--- src/common/dspm_params.svh ---
// Constants for the dual six-bit pulse modulator: register offsets, fields, resets.
// Assumes inclusion by bare name from the package and the design file.
`ifndef DSPM_PARAMS_SVH
`define DSPM_PARAMS_SVH

// --------------------------------------------------------------------------
// Register byte offsets
// --------------------------------------------------------------------------
`define DSPM_OFF_CTRL_A 4'h0
`define DSPM_OFF_CTRL_B 4'h4
`define DSPM_OFF_DUTY_A 4'h8
`define DSPM_OFF_DUTY_B 4'hC
`define DSPM_OFF_WAIT 4'h0
`define DSPM_ADDR_W 4

// --------------------------------------------------------------------------
// Control and duty field positions and masks
// --------------------------------------------------------------------------
`define DSPM_CTL_DIV_LSB 0
`define DSPM_CTL_DIV_MSB 3
`define DSPM_CTL_SEL_LSB 4
`define DSPM_CTL_SEL_MSB 5
`define DSPM_DUTY_POL_BIT 7
`define DSPM_DUTY_MSB 5
`define DSPM_CTL_MASK 8'h3F
`define DSPM_DUTY_MASK 8'hBF

// --------------------------------------------------------------------------
// Encodings, counts and reset values
// --------------------------------------------------------------------------
`define DSPM_SEL_OFF 2'h0
`define DSPM_SEL_DIV1 2'h1
`define DSPM_SEL_DIV8 2'h2
`define DSPM_SEL_DIV16 2'h3
`define DSPM_DIV8_LAST 4'h7
`define DSPM_DIV16_LAST 4'hF
`define DSPM_CNT_LAST 6'h3F
`define DSPM_CTL_RESET 8'h00
`define DSPM_RESP_OKAY 2'h0
`define DSPM_RESP_SLVERR 2'h2

`endif

--- src/common/dspm_pkg.sv ---
// Types shared by the dual six-bit pulse modulator.
// Assumes the constants header sits in the include path.
`default_nettype none

package dspm_pkg;
  `include "dspm_params.svh"

  typedef logic [1:0] dspm_sel_t;
  typedef logic [3:0] dspm_div_t;
  typedef logic [5:0] dspm_duty_t;
  typedef logic [7:0] dspm_byte_t;
  typedef logic [`DSPM_ADDR_W-1:0] dspm_addr_t;
endpackage : dspm_pkg

`default_nettype wire

--- src/core/dspm_top.sv ---
// Dual six-bit pulse modulator with an AXI4-Lite register slave.
// Assumes one 100 MHz clock, synchronous active-high reset, and that STOP_MODE halts it.
//
// Decided for this implementation: the AXI4-Lite register port and the placing of the registers.
`default_nettype none
`include "dspm_params.svh"

// Notes on behaviour
// - Written duty waits in a buffer and loads at the end of the period.
// - Reading duty returns the active value, not the buffered one.
// - Control and duty registers are readable and writable at any time.
// - First-stage select: off, divide by one, eight or sixteen.
// - Second stage divides the first-stage clock by its value plus one.
// - Nonzero channel A select makes its port pin carry channel A.
// - Nonzero channel B select makes its port pin carry channel B.
// - Channel B fields behave exactly as channel A fields.
// - Each channel holds a six-bit duty that reset leaves unchanged.
// - Duty zero gives a steady level set by polarity.
// - Polarity one gives active-high pulses, zero active-low pulses.
// - Channels keep running while the processor waits.
// - Stop mode freezes channels at whatever phase they reached.
// - Reset clears first-stage selects, disabling channels and driving outputs low.
// - A six-bit modulus counter divides the prescaled clock by 64.
// - Largest duty gives 63 of 64 active counts.
// - While disabled, a written duty goes active immediately.
module dspm_top (
  input wire logic CLK_SYS,
  input wire logic SYS_RST,
  input wire logic STOP_MODE,
  input wire logic [1:0] PORT_DATA,
  input wire logic [1:0] PORT_DIR,
  output logic [1:0] PORT_PIN_O,
  output logic [1:0] PORT_PIN_OE,
  output logic [1:0] CHANNEL_OUT,
  input wire dspm_pkg::dspm_addr_t S_AXI_AWADDR,
  input wire logic S_AXI_AWVALID,
  output logic S_AXI_AWREADY,
  input wire logic [31:0] S_AXI_WDATA,
  input wire logic [3:0] S_AXI_WSTRB,
  input wire logic S_AXI_WVALID,
  output logic S_AXI_WREADY,
  output logic [1:0] S_AXI_BRESP,
  output logic S_AXI_BVALID,
  input wire logic S_AXI_BREADY,
  input wire dspm_pkg::dspm_addr_t S_AXI_ARADDR,
  input wire logic S_AXI_ARVALID,
  output logic S_AXI_ARREADY,
  output logic [31:0] S_AXI_RDATA,
  output logic [1:0] S_AXI_RRESP,
  output logic S_AXI_RVALID,
  input wire logic S_AXI_RREADY
);
  import dspm_pkg::*;

  // --------------------------------------------------------------------------
  // Register storage
  // --------------------------------------------------------------------------
  dspm_byte_t ctrl_reg [2];
  dspm_duty_t duty_active_reg [2];
  dspm_duty_t duty_buf_reg [2];
  logic pol_reg [2];
  logic buf_pend_reg [2];
  logic [1:0] out_reg;
  logic [1:0] pin_o_reg;
  logic [1:0] pin_oe_reg;

  // --------------------------------------------------------------------------
  // AXI4-Lite write channel
  // --------------------------------------------------------------------------
  logic aw_held_reg;
  logic w_held_reg;
  dspm_addr_t aw_addr_reg;
  logic [7:0] w_data_reg;
  logic w_lane0_reg;
  logic awready_reg;
  logic wready_reg;
  logic bvalid_reg;
  logic [1:0] bresp_reg;
  logic wr_fire;
  logic wr_hit [2][2];
  logic wr_ok;

  assign wr_fire = aw_held_reg && w_held_reg && !bvalid_reg;
  assign wr_ok = (aw_addr_reg[1:0] == 2'h0);

  // --------------------------------------------------------------------------
  // Write address capture
  // --------------------------------------------------------------------------
  always_ff @(posedge CLK_SYS) begin
    if (SYS_RST) begin
      aw_held_reg <= 1'b0;
      aw_addr_reg <= '0;
    end else if (S_AXI_AWVALID && awready_reg) begin
      aw_held_reg <= 1'b1;
      aw_addr_reg <= S_AXI_AWADDR;
    end else if (wr_fire) begin
      aw_held_reg <= 1'b0;
    end
  end

  // --------------------------------------------------------------------------
  // Write data capture
  // --------------------------------------------------------------------------
  always_ff @(posedge CLK_SYS) begin
    if (SYS_RST) begin
      w_held_reg <= 1'b0;
      w_data_reg <= '0;
      w_lane0_reg <= 1'b0;
    end else if (S_AXI_WVALID && wready_reg) begin
      w_held_reg <= 1'b1;
      w_data_reg <= S_AXI_WDATA[7:0];
      w_lane0_reg <= S_AXI_WSTRB[0];
    end else if (wr_fire) begin
      w_held_reg <= 1'b0;
    end
  end

  // --------------------------------------------------------------------------
  // Write channel readiness
  // --------------------------------------------------------------------------
  always_ff @(posedge CLK_SYS) begin
    if (SYS_RST) begin
      awready_reg <= 1'b0;
      wready_reg <= 1'b0;
    end else begin
      awready_reg <= !aw_held_reg && !(S_AXI_AWVALID && awready_reg) && !bvalid_reg;
      wready_reg <= !w_held_reg && !(S_AXI_WVALID && wready_reg) && !bvalid_reg;
    end
  end

  // --------------------------------------------------------------------------
  // Write response
  // --------------------------------------------------------------------------
  always_ff @(posedge CLK_SYS) begin
    if (SYS_RST) begin
      bvalid_reg <= 1'b0;
      bresp_reg <= `DSPM_RESP_OKAY;
    end else if (wr_fire) begin
      bvalid_reg <= 1'b1;
      bresp_reg <= wr_ok ? `DSPM_RESP_OKAY : `DSPM_RESP_SLVERR;
    end else if (S_AXI_BREADY) begin
      bvalid_reg <= 1'b0;
    end
  end

  // --------------------------------------------------------------------------
  // Channel logic, one copy per channel
  // --------------------------------------------------------------------------
  genvar ch;
  generate
    for (ch = 0; ch < 2; ch++) begin : g_chan
      dspm_sel_t sel;
      dspm_div_t div;
      logic [3:0] first_cnt_reg;
      logic [3:0] second_cnt_reg;
      dspm_duty_t mod_cnt_reg;
      logic first_tick;
      logic second_tick;
      logic period_end;
      logic [3:0] first_last;
      logic active;

      // ----------------------------------------------------------------------
      // Register write decode
      // ----------------------------------------------------------------------
      assign sel = ctrl_reg[ch][`DSPM_CTL_SEL_MSB:`DSPM_CTL_SEL_LSB];
      assign div = ctrl_reg[ch][`DSPM_CTL_DIV_MSB:`DSPM_CTL_DIV_LSB];
      assign wr_hit[ch][0] = wr_fire && wr_ok && w_lane0_reg &&
        (aw_addr_reg == (ch == 0 ? `DSPM_OFF_CTRL_A : `DSPM_OFF_CTRL_B));
      assign wr_hit[ch][1] = wr_fire && wr_ok && w_lane0_reg &&
        (aw_addr_reg == (ch == 0 ? `DSPM_OFF_DUTY_A : `DSPM_OFF_DUTY_B));

      // ----------------------------------------------------------------------
      // Prescaler stages
      // ----------------------------------------------------------------------
      always_comb begin
        case (sel)
          `DSPM_SEL_DIV8: first_last = `DSPM_DIV8_LAST;
          `DSPM_SEL_DIV16: first_last = `DSPM_DIV16_LAST;
          default: first_last = 4'h0;
        endcase
      end

      // First stage ticks once per one, eight or sixteen cycles; frozen in stop.
      assign first_tick = (sel != `DSPM_SEL_OFF) && !STOP_MODE &&
        (first_cnt_reg == first_last);
      assign second_tick = first_tick && (second_cnt_reg == div);
      assign period_end = second_tick && (mod_cnt_reg == `DSPM_CNT_LAST);

      // ----------------------------------------------------------------------
      // Period counters
      // ----------------------------------------------------------------------
      always_ff @(posedge CLK_SYS) begin
        if (SYS_RST || sel == `DSPM_SEL_OFF) begin
          first_cnt_reg <= 4'h0;
          second_cnt_reg <= 4'h0;
          mod_cnt_reg <= 6'h00;
        end else if (first_tick) begin
          first_cnt_reg <= 4'h0;
          second_cnt_reg <= second_tick ? 4'h0 : second_cnt_reg + 4'h1;
          if (second_tick) begin
            mod_cnt_reg <= mod_cnt_reg + 6'h01;
          end
        end else if (!STOP_MODE) begin
          first_cnt_reg <= first_cnt_reg + 4'h1;
        end
      end

      // ----------------------------------------------------------------------
      // Control and polarity
      // ----------------------------------------------------------------------
      always_ff @(posedge CLK_SYS) begin
        if (SYS_RST) begin
          ctrl_reg[ch] <= `DSPM_CTL_RESET;
          pol_reg[ch] <= 1'b0;
        end else begin
          if (wr_hit[ch][0]) begin
            ctrl_reg[ch] <= w_data_reg & `DSPM_CTL_MASK;
          end
          if (wr_hit[ch][1]) begin
            pol_reg[ch] <= w_data_reg[`DSPM_DUTY_POL_BIT];
          end
        end
      end

      // ----------------------------------------------------------------------
      // Duty buffer
      // ----------------------------------------------------------------------
      // Duty has no reset; the active duty loads from the buffer at period end, or from the write at once while off.
      always_ff @(posedge CLK_SYS) begin
        if (wr_hit[ch][1]) begin
          duty_buf_reg[ch] <= w_data_reg[`DSPM_DUTY_MSB:0];
        end
        if (wr_hit[ch][1] && sel == `DSPM_SEL_OFF) begin
          duty_active_reg[ch] <= w_data_reg[`DSPM_DUTY_MSB:0];
        end else if (period_end && buf_pend_reg[ch]) begin
          duty_active_reg[ch] <= duty_buf_reg[ch];
        end
      end

      always_ff @(posedge CLK_SYS) begin
        if (SYS_RST) begin
          buf_pend_reg[ch] <= 1'b0;
        end else if (wr_hit[ch][1]) begin
          buf_pend_reg[ch] <= (sel != `DSPM_SEL_OFF);
        end else if (period_end) begin
          buf_pend_reg[ch] <= 1'b0;
        end
      end

      // ----------------------------------------------------------------------
      // Waveform output
      // ----------------------------------------------------------------------
      // Active while the count is below duty; duty zero never active.
      assign active = (mod_cnt_reg < duty_active_reg[ch]);

      always_ff @(posedge CLK_SYS) begin
        if (SYS_RST || sel == `DSPM_SEL_OFF) begin
          out_reg[ch] <= 1'b0;
        end else begin
          out_reg[ch] <= pol_reg[ch] ? active : !active;
        end
      end

      // ----------------------------------------------------------------------
      // Pin multiplexer
      // ----------------------------------------------------------------------
      // Pin mux: enabled channel owns the pin, else ordinary port data and direction.
      always_ff @(posedge CLK_SYS) begin
        if (SYS_RST) begin
          pin_o_reg[ch] <= 1'b0;
          pin_oe_reg[ch] <= 1'b0;
        end else if (sel != `DSPM_SEL_OFF) begin
          pin_o_reg[ch] <= pol_reg[ch] ? active : !active;
          pin_oe_reg[ch] <= 1'b1;
        end else begin
          pin_o_reg[ch] <= PORT_DATA[ch];
          pin_oe_reg[ch] <= PORT_DIR[ch];
        end
      end
    end
  endgenerate

  // --------------------------------------------------------------------------
  // AXI4-Lite read channel
  // --------------------------------------------------------------------------
  logic arready_reg;
  logic rvalid_reg;
  logic [31:0] rdata_reg;
  logic [1:0] rresp_reg;
  logic [31:0] rdata_next;
  logic rd_ok;

  // --------------------------------------------------------------------------
  // Read decode
  // --------------------------------------------------------------------------
  always_comb begin
    rdata_next = 32'h0000_0000;
    rd_ok = 1'b1;
    case (S_AXI_ARADDR)
      `DSPM_OFF_CTRL_A: rdata_next[7:0] = ctrl_reg[0];
      `DSPM_OFF_CTRL_B: rdata_next[7:0] = ctrl_reg[1];
      `DSPM_OFF_DUTY_A: rdata_next[7:0] = {pol_reg[0], 1'b0, duty_active_reg[0]};
      `DSPM_OFF_DUTY_B: rdata_next[7:0] = {pol_reg[1], 1'b0, duty_active_reg[1]};
      default: rd_ok = 1'b0;
    endcase
  end

  // --------------------------------------------------------------------------
  // Read response
  // --------------------------------------------------------------------------
  always_ff @(posedge CLK_SYS) begin
    if (SYS_RST) begin
      arready_reg <= 1'b0;
      rvalid_reg <= 1'b0;
      rdata_reg <= 32'h0000_0000;
      rresp_reg <= `DSPM_RESP_OKAY;
    end else if (S_AXI_ARVALID && arready_reg) begin
      arready_reg <= 1'b0;
      rvalid_reg <= 1'b1;
      rdata_reg <= rdata_next;
      rresp_reg <= rd_ok ? `DSPM_RESP_OKAY : `DSPM_RESP_SLVERR;
    end else if (rvalid_reg) begin
      if (S_AXI_RREADY) begin
        rvalid_reg <= 1'b0;
      end
    end else begin
      arready_reg <= 1'b1;
    end
  end

  // --------------------------------------------------------------------------
  // Outputs
  // --------------------------------------------------------------------------
  assign CHANNEL_OUT = out_reg;
  assign PORT_PIN_O = pin_o_reg;
  assign PORT_PIN_OE = pin_oe_reg;
  assign S_AXI_AWREADY = awready_reg;
  assign S_AXI_WREADY = wready_reg;
  assign S_AXI_BVALID = bvalid_reg;
  assign S_AXI_BRESP = bresp_reg;
  assign S_AXI_ARREADY = arready_reg;
  assign S_AXI_RVALID = rvalid_reg;
  assign S_AXI_RDATA = rdata_reg;
  assign S_AXI_RRESP = rresp_reg;

endmodule // dspm_top

`default_nettype wire

--- config.mk ---
export PLATFORM = sky130hd
export DESIGN_NAME = dspm_top
export DESIGN_NICKNAME = d
export VERILOG_FILES = /design/src/common/dspm_pkg.sv /design/src/core/dspm_top.sv
export VERILOG_INCLUDE_DIRS = /design/src /design/src/common
export SDC_FILE = /design/constraint.sdc
export NUM_CORES = 1
export LEC_CHECK = 0
export ABC_AREA = 1
export BUFFER_PORTS_ARGS = -buffer_cell sky130_fd_sc_hd__buf_4
export CAP_MARGIN = 40
export CORE_MARGIN = 1.5
export CORE_UTILIZATION = 50
export DETAILED_ROUTE_END_ITERATION = 10
export MAX_ROUTING_LAYER = met4
export PLACE_DENSITY = 0.77
export SYNTH_ARGS = -nofsm -noshare
export SYNTH_HDL_FRONTEND = slang
export SYNTH_SLANG_ARGS = --single-unit
--- constraint.sdc ---
create_clock -name CLK_SYS -period 1.7 [get_ports CLK_SYS]
set_input_delay 0.34 -clock CLK_SYS [delete_from_list [all_inputs] [get_ports CLK_SYS]]
set_output_delay 0.34 -clock CLK_SYS [all_outputs]
set_load 0.005 [all_outputs]
; ---- Word-level counts from Yosys, hierarchy flattened
; Memory sizes are Yosys's and may differ from the RTL's.
; Cells that the tools add are included.
[word_totals]
out_inout_bits = 47
wordCells = 187
reg_bits = 66
input_bits = 56
memories = 5
mem_bits_rw = 40
[memory_table]
columns = memory, words, word_bits, rd, rd_ports_with_merged_regs, wr, line_no
row1 = ctrl_reg, 2, 6, 2, 0, 2, dspm_top.sv:58  ; dspm_byte_t ctrl_reg [2];
row2 = duty_active_reg, 2, 6, 2, 0, 2, dspm_top.sv:59  ; dspm_duty_t duty_active_reg [2];
row3 = duty_buf_reg, 2, 6, 2, 0, 1, dspm_top.sv:60  ; dspm_duty_t duty_buf_reg [2];
row4 = buf_pend_reg, 2, 1, 2, 0, 2, dspm_top.sv:62  ; logic buf_pend_reg [2];
row5 = pol_reg, 2, 1, 2, 0, 2, dspm_top.sv:61  ; logic pol_reg [2];
[classes]
add_sub_neg = 6
n_reduce_logical = 54
bitwise_logic = 10
eq_ne = 16
n_lt_le_gt_ge = 2
muxes = 69
[ops]
columns = cell, n
row1 = $mux 1, 57
row2 = $pmux 8 s4, 1
row3 = $mux 6, 5
row4 = $logic_and 1x1->1, 27
row5 = $add 4x1->4 const B, 4
row6 = $eq 4x4->1, 4
row7 = $eq 4x4->1 const B, 4
row8 = $pmux 4 s2, 2
row9 = $add 6x1->6 const B, 2
row10 = $eq 6x6->1 const B, 2
row11 = $lt 6x6->1, 2
row12 = $or 1x1->1, 10
row13 = $reduce_bool 2->1, 5
row14 = $eq 2x2->1 const B, 4
row15 = $eq 4x3->1 const B, 2
row16 = $logic_not 1->1, 8
row17 = $logic_not 4->1, 2
row18 = $mux 4, 2
row19 = $logic_not 2->1, 3
row20 = $reduce_or 2->1, 3
row21 = $reduce_or 6->1, 1
row22 = $mux 2, 2
row23 = $reduce_and 2->1, 2
row24 = $reduce_or 4->1, 1
row25 = $logic_or 1x1->1, 2

; ---- Depth between registers and ports, before layout
; An unclocked memory read counts as a cell.
[logic_depth]
ltp_word = 12
ltp_mapped = 11
depth_no_buf = 9

; ---- Worst setup path after synthesis
; Ideal clock, no wire load.
[synth_path]
path_kind = register to register
from = register g_chan[1].mod_cnt_reg[0]
to = memory duty_active_reg[1][0] in the netlist's numbering (enable)
setup_ps = 319
arrival_ps = 1406
synth_period_minus_slack_ps = 1724
path_stages_with_launch = 6
setup_slack_ps = -24
required_time_ps = 1381
path_buffers = 0
path_cell_list = dfxtp_1 ha_1 nand3_1 nor3_4 nand4_2 nand2_1
[synth_rtl]
columns = item, line_no
row1 = from (decl), dspm_top.sv:156  ; dspm_duty_t mod_cnt_reg;
row2 = from (signal assigned), dspm_top.sv:202  ; mod_cnt_reg <= mod_cnt_reg + 6'h01;
row3 = to (decl), dspm_top.sv:59

==> summary.md <==
| Metric | Value |
|---|---|
| Post-layout util | 60.13% |
| YS warnings | 0 |
| Vias | between 4000 and 5000 |
| CTS Buffer Depth | 2 |
| RSZ-0062 raised after global routing | true |
| Nets@finish | 813 |
| Full die area | about 11000 um2 |
| Rows | 37 |
| Worst setup SP type | register |
| PD cells | about 750 nW/um2 |
| Hold_ws | around 0.16 ns |
| Clock Latency Late Sink | between 0.3 and 0.4 ns |
| Residual DRC | 0 |
| Initial antenna violation count | 0 |
| Effective utilization at floorplan | 51.45% |
| Worst setup margin | 0.02650 ns |
| Core ar. | between 10000 and 15000 um2 |
| WP data arrival | 1.80 ns |
| Peak supply drop | 523.9 uV |
| Clock Pin Slew Worst Setup and Hold Paths | 0.10 ns |
| First-pass GRT wire length | 20.23 mm |
| GP Congestion | 0.9003 |
| Leak pwr | between 2 and 3 nW |
| Sequential fraction of the synthesis area | 45.98% |
| Place WS | 0.0007635 ns |
| H-tree depth | 3 |
| Max-cap violation count | 0 |
| Min Tclk post-route | approximately 1.7 ns |
| Tcrit/Tclk final | 98.44% |
| CTS Buf Count | 9 |
| Final Hold Fails | 0 |
| Sink Count | 102 |
| Input/output buffers | 47 |
| DRT iter0 DRCs | 297 |
| Global Route Usage Sum | around a quarter |
| Avg Cell Area, Syn | between 8 and 9 um2 |
| Vias in the first global route | approximately 4300 |
| Count of unique library cells instantiated by Yosys | 42 |
| CP endpoint kind | register |
| Status | finished, final reports clean |
| Vias per cell | 5.312 |
| FF+latch count, synth | 102 |
| CP Class | register to register |
| Synth-to-Final Area Change | 16.87% |
| Die Wd | 106.1 um |
| Drt wl/cell | 13.90 um |
| Die height | 106.1 um |
| Largest net degree at the start of global routing | 19 |
| Slew Limit Fails | 0 |
| ANT cells | 0 |
| DP HPWL | 9.292 mm |
| Power Total | 4.679 mW |
| Pre-Repair DR Iteration Count | 6 |
| Worst hold-check path type | input port to register |
| Clock root buffer | clkbuf_8 |
| Final setup violation count | 0 |
| I/O pin count | 103 |
| GRT overflow | 0 |
| CP max FO | 6 |
| Synth Cell Area | 5311 um2 |
| Post-DRT Antenna Nets | 0 |
| Routed WL | between 10 and 15 mm |
| Layout cells sized above 1 | between 10% and 20% |
| CTS tree | yes |
| F_max | ~600 MHz |
| Syn Inst Count | 658 |
| Setup Skew | around 0.012 ns |
| Worst EP required | 1.83 ns |
routing by layer:
layer | GRT usage [%] | vias to the layer above | wire, um
li1 | - | 2279 | -
met4 | 8.398 | 0 | 243
met1 | 27.91 | 2192 | 5179
met3 | 4.598 | 24 | 827
met5 | - | - | 0
met2 | 39.75 | 190 | 6007
repair_timing:
item,in CTS,in global routing
pin swaps,0,9
gates resized for setup,0,24
setup buffers,2,4
endpoints found under the setup margin,3,33
hold buffers,0,0
placed cells by master, fill, tap and decap left out, types with 2 or more instances in the layout:
cell      count
nand2_1     164
buf_4        77
inv_1        69
dfxtp_1      62
nor2_1       54
a21oi_1      41
edfxtp_1     40
o21ai_0      38
nand3_1      35
nand4_1      28
conb_1       27
ha_1         16
clkbuf_8     10
nand2_2       9
nor2_2        6
inv_2         6
nor3_1        6
xor2_1        6
buf_6         6
nor2_4        5
nand3_2       4
xnor2_1       4
clkinv_1      3
o22ai_1       3
nand3_4       2
nor3_4        2
nand4_4       2
inv_6         2
o21ai_1       2
nand2_4       2
o21a_1        2
clkbuf_1      2
layout make-up:
| class | instances | area, um2 |
|---|---|---|
| Tap cell | 136 | 170.2 |
| Timing Repair Buffer | 83 | 645.6 |
| Multi-Input combinational cell | 466 | 2447 |
| Clock inverter | 4 | 55.05 |
| Inverter | 79 | 301.5 |
| Sequential cell | 102 | 2442 |
| Clock buffer | 12 | 145.1 |
| Fill cell | 915 | 4116 |
worst paths after layout:
check                 start               endpoint  slack [ns]  cells after the start
max reg2reg  ctrl_reg[1][5]  duty_active_reg[1][0]        0.03                     10
min             PORT_DIR[1]         PORT_PIN_OE[1]        0.16                      3
min reg2reg  S_AXI_RDATA[1]         S_AXI_RDATA[1]        0.48                      2
max          ctrl_reg[1][5]  duty_active_reg[1][0]        0.03                     10
synth_stat cells:
cell	n	share of area (%)
nand3_1	35	3.3
buf_4	28	4.0
nor2_1	56	4.0
nand4_2	1	0.24
clkinv_1	3	0.21
nand3_4	1	0.33
a21oi_1	41	3.9
nor2_8	1	0.38
buf_6	3	0.64
conb_1	1	0.071
nand3_2	5	0.94
o21a_1	2	0.28
inv_2	6	0.42
buf_2	2	0.19
o21bai_1	1	0.14
nor4_4	1	0.40
nand4_1	28	3.3
a211oi_1	1	0.14
nor3_1	6	0.57
nand2_4	1	0.21
ha_1	16	3.8
nand2_2	2	0.24
nand4_4	1	0.40
o21ai_0	39	3.7
dfxtp_1	62	23
xnor2_1	4	0.66
o21ai_1	1	0.094
nor2_2	5	0.59
o21bai_4	1	0.35
inv_6	1	0.16
inv_1	69	4.9
nor2_4	4	0.85
edfxtp_1	40	23
buf_1	1	0.071
nor3_4	2	0.61
nor3b_1	1	0.14
xor2_1	6	0.99
o21ai_2	1	0.16
clkbuf_1	3	0.21
nand2_1	172	12
o22ai_1	3	0.35
or2_2	1	0.12
critical path, cell delays in order, from the launching register on:
cell and delay [ns]:
edfxtp_1 0.47, buf_6 0.16, nand2_2 0.05, nand2_2 0.05
nand2_2 0.08, nand3_2 0.08, nor2_4 0.16, nand4_4 0.11
buf_6 0.16, nand2_1 0.05, nand2_1 0.06
metrics by stage:
stage          instance area, um2  cells  setup TNS [ns]
2_1_floorplan                5411    684               0
3_3_place_gp                 5891    860               0
3_5_place_dp                 5891    860               0
4_1_cts                      6103    878               0
5_1_grt                      6207    882         -0.1305
6_report                     6207    882               0
where the power goes:
part / leakage (nW) / switching (mW) / total (mW) / internal, mW
Combinational: 1.75 / 0.264 / 0.439 / 0.175
Clock: 0.0972 / 0.836 / 1.57 / 0.731
Sequential: 0.891 / 0.0700 / 2.67 / 2.60
Total: 2.74 / 1.17 / 4.68 / 3.51
cells by family after synthesis:
family / after synthesis / synth area share [%]
AOI/OAI and AO/OA: 90 / 9.070
adders and majority gates: 16 / 3.769
DFF: 102 / 45.98
xor gates and xnor gates: 10 / 1.649
buffers and inverters: 116 / 10.74
and+or+nand+nor: 323 / 28.72
other: 1 / 0.07060
Note: power is estimated with default switching activity, not from simulation.
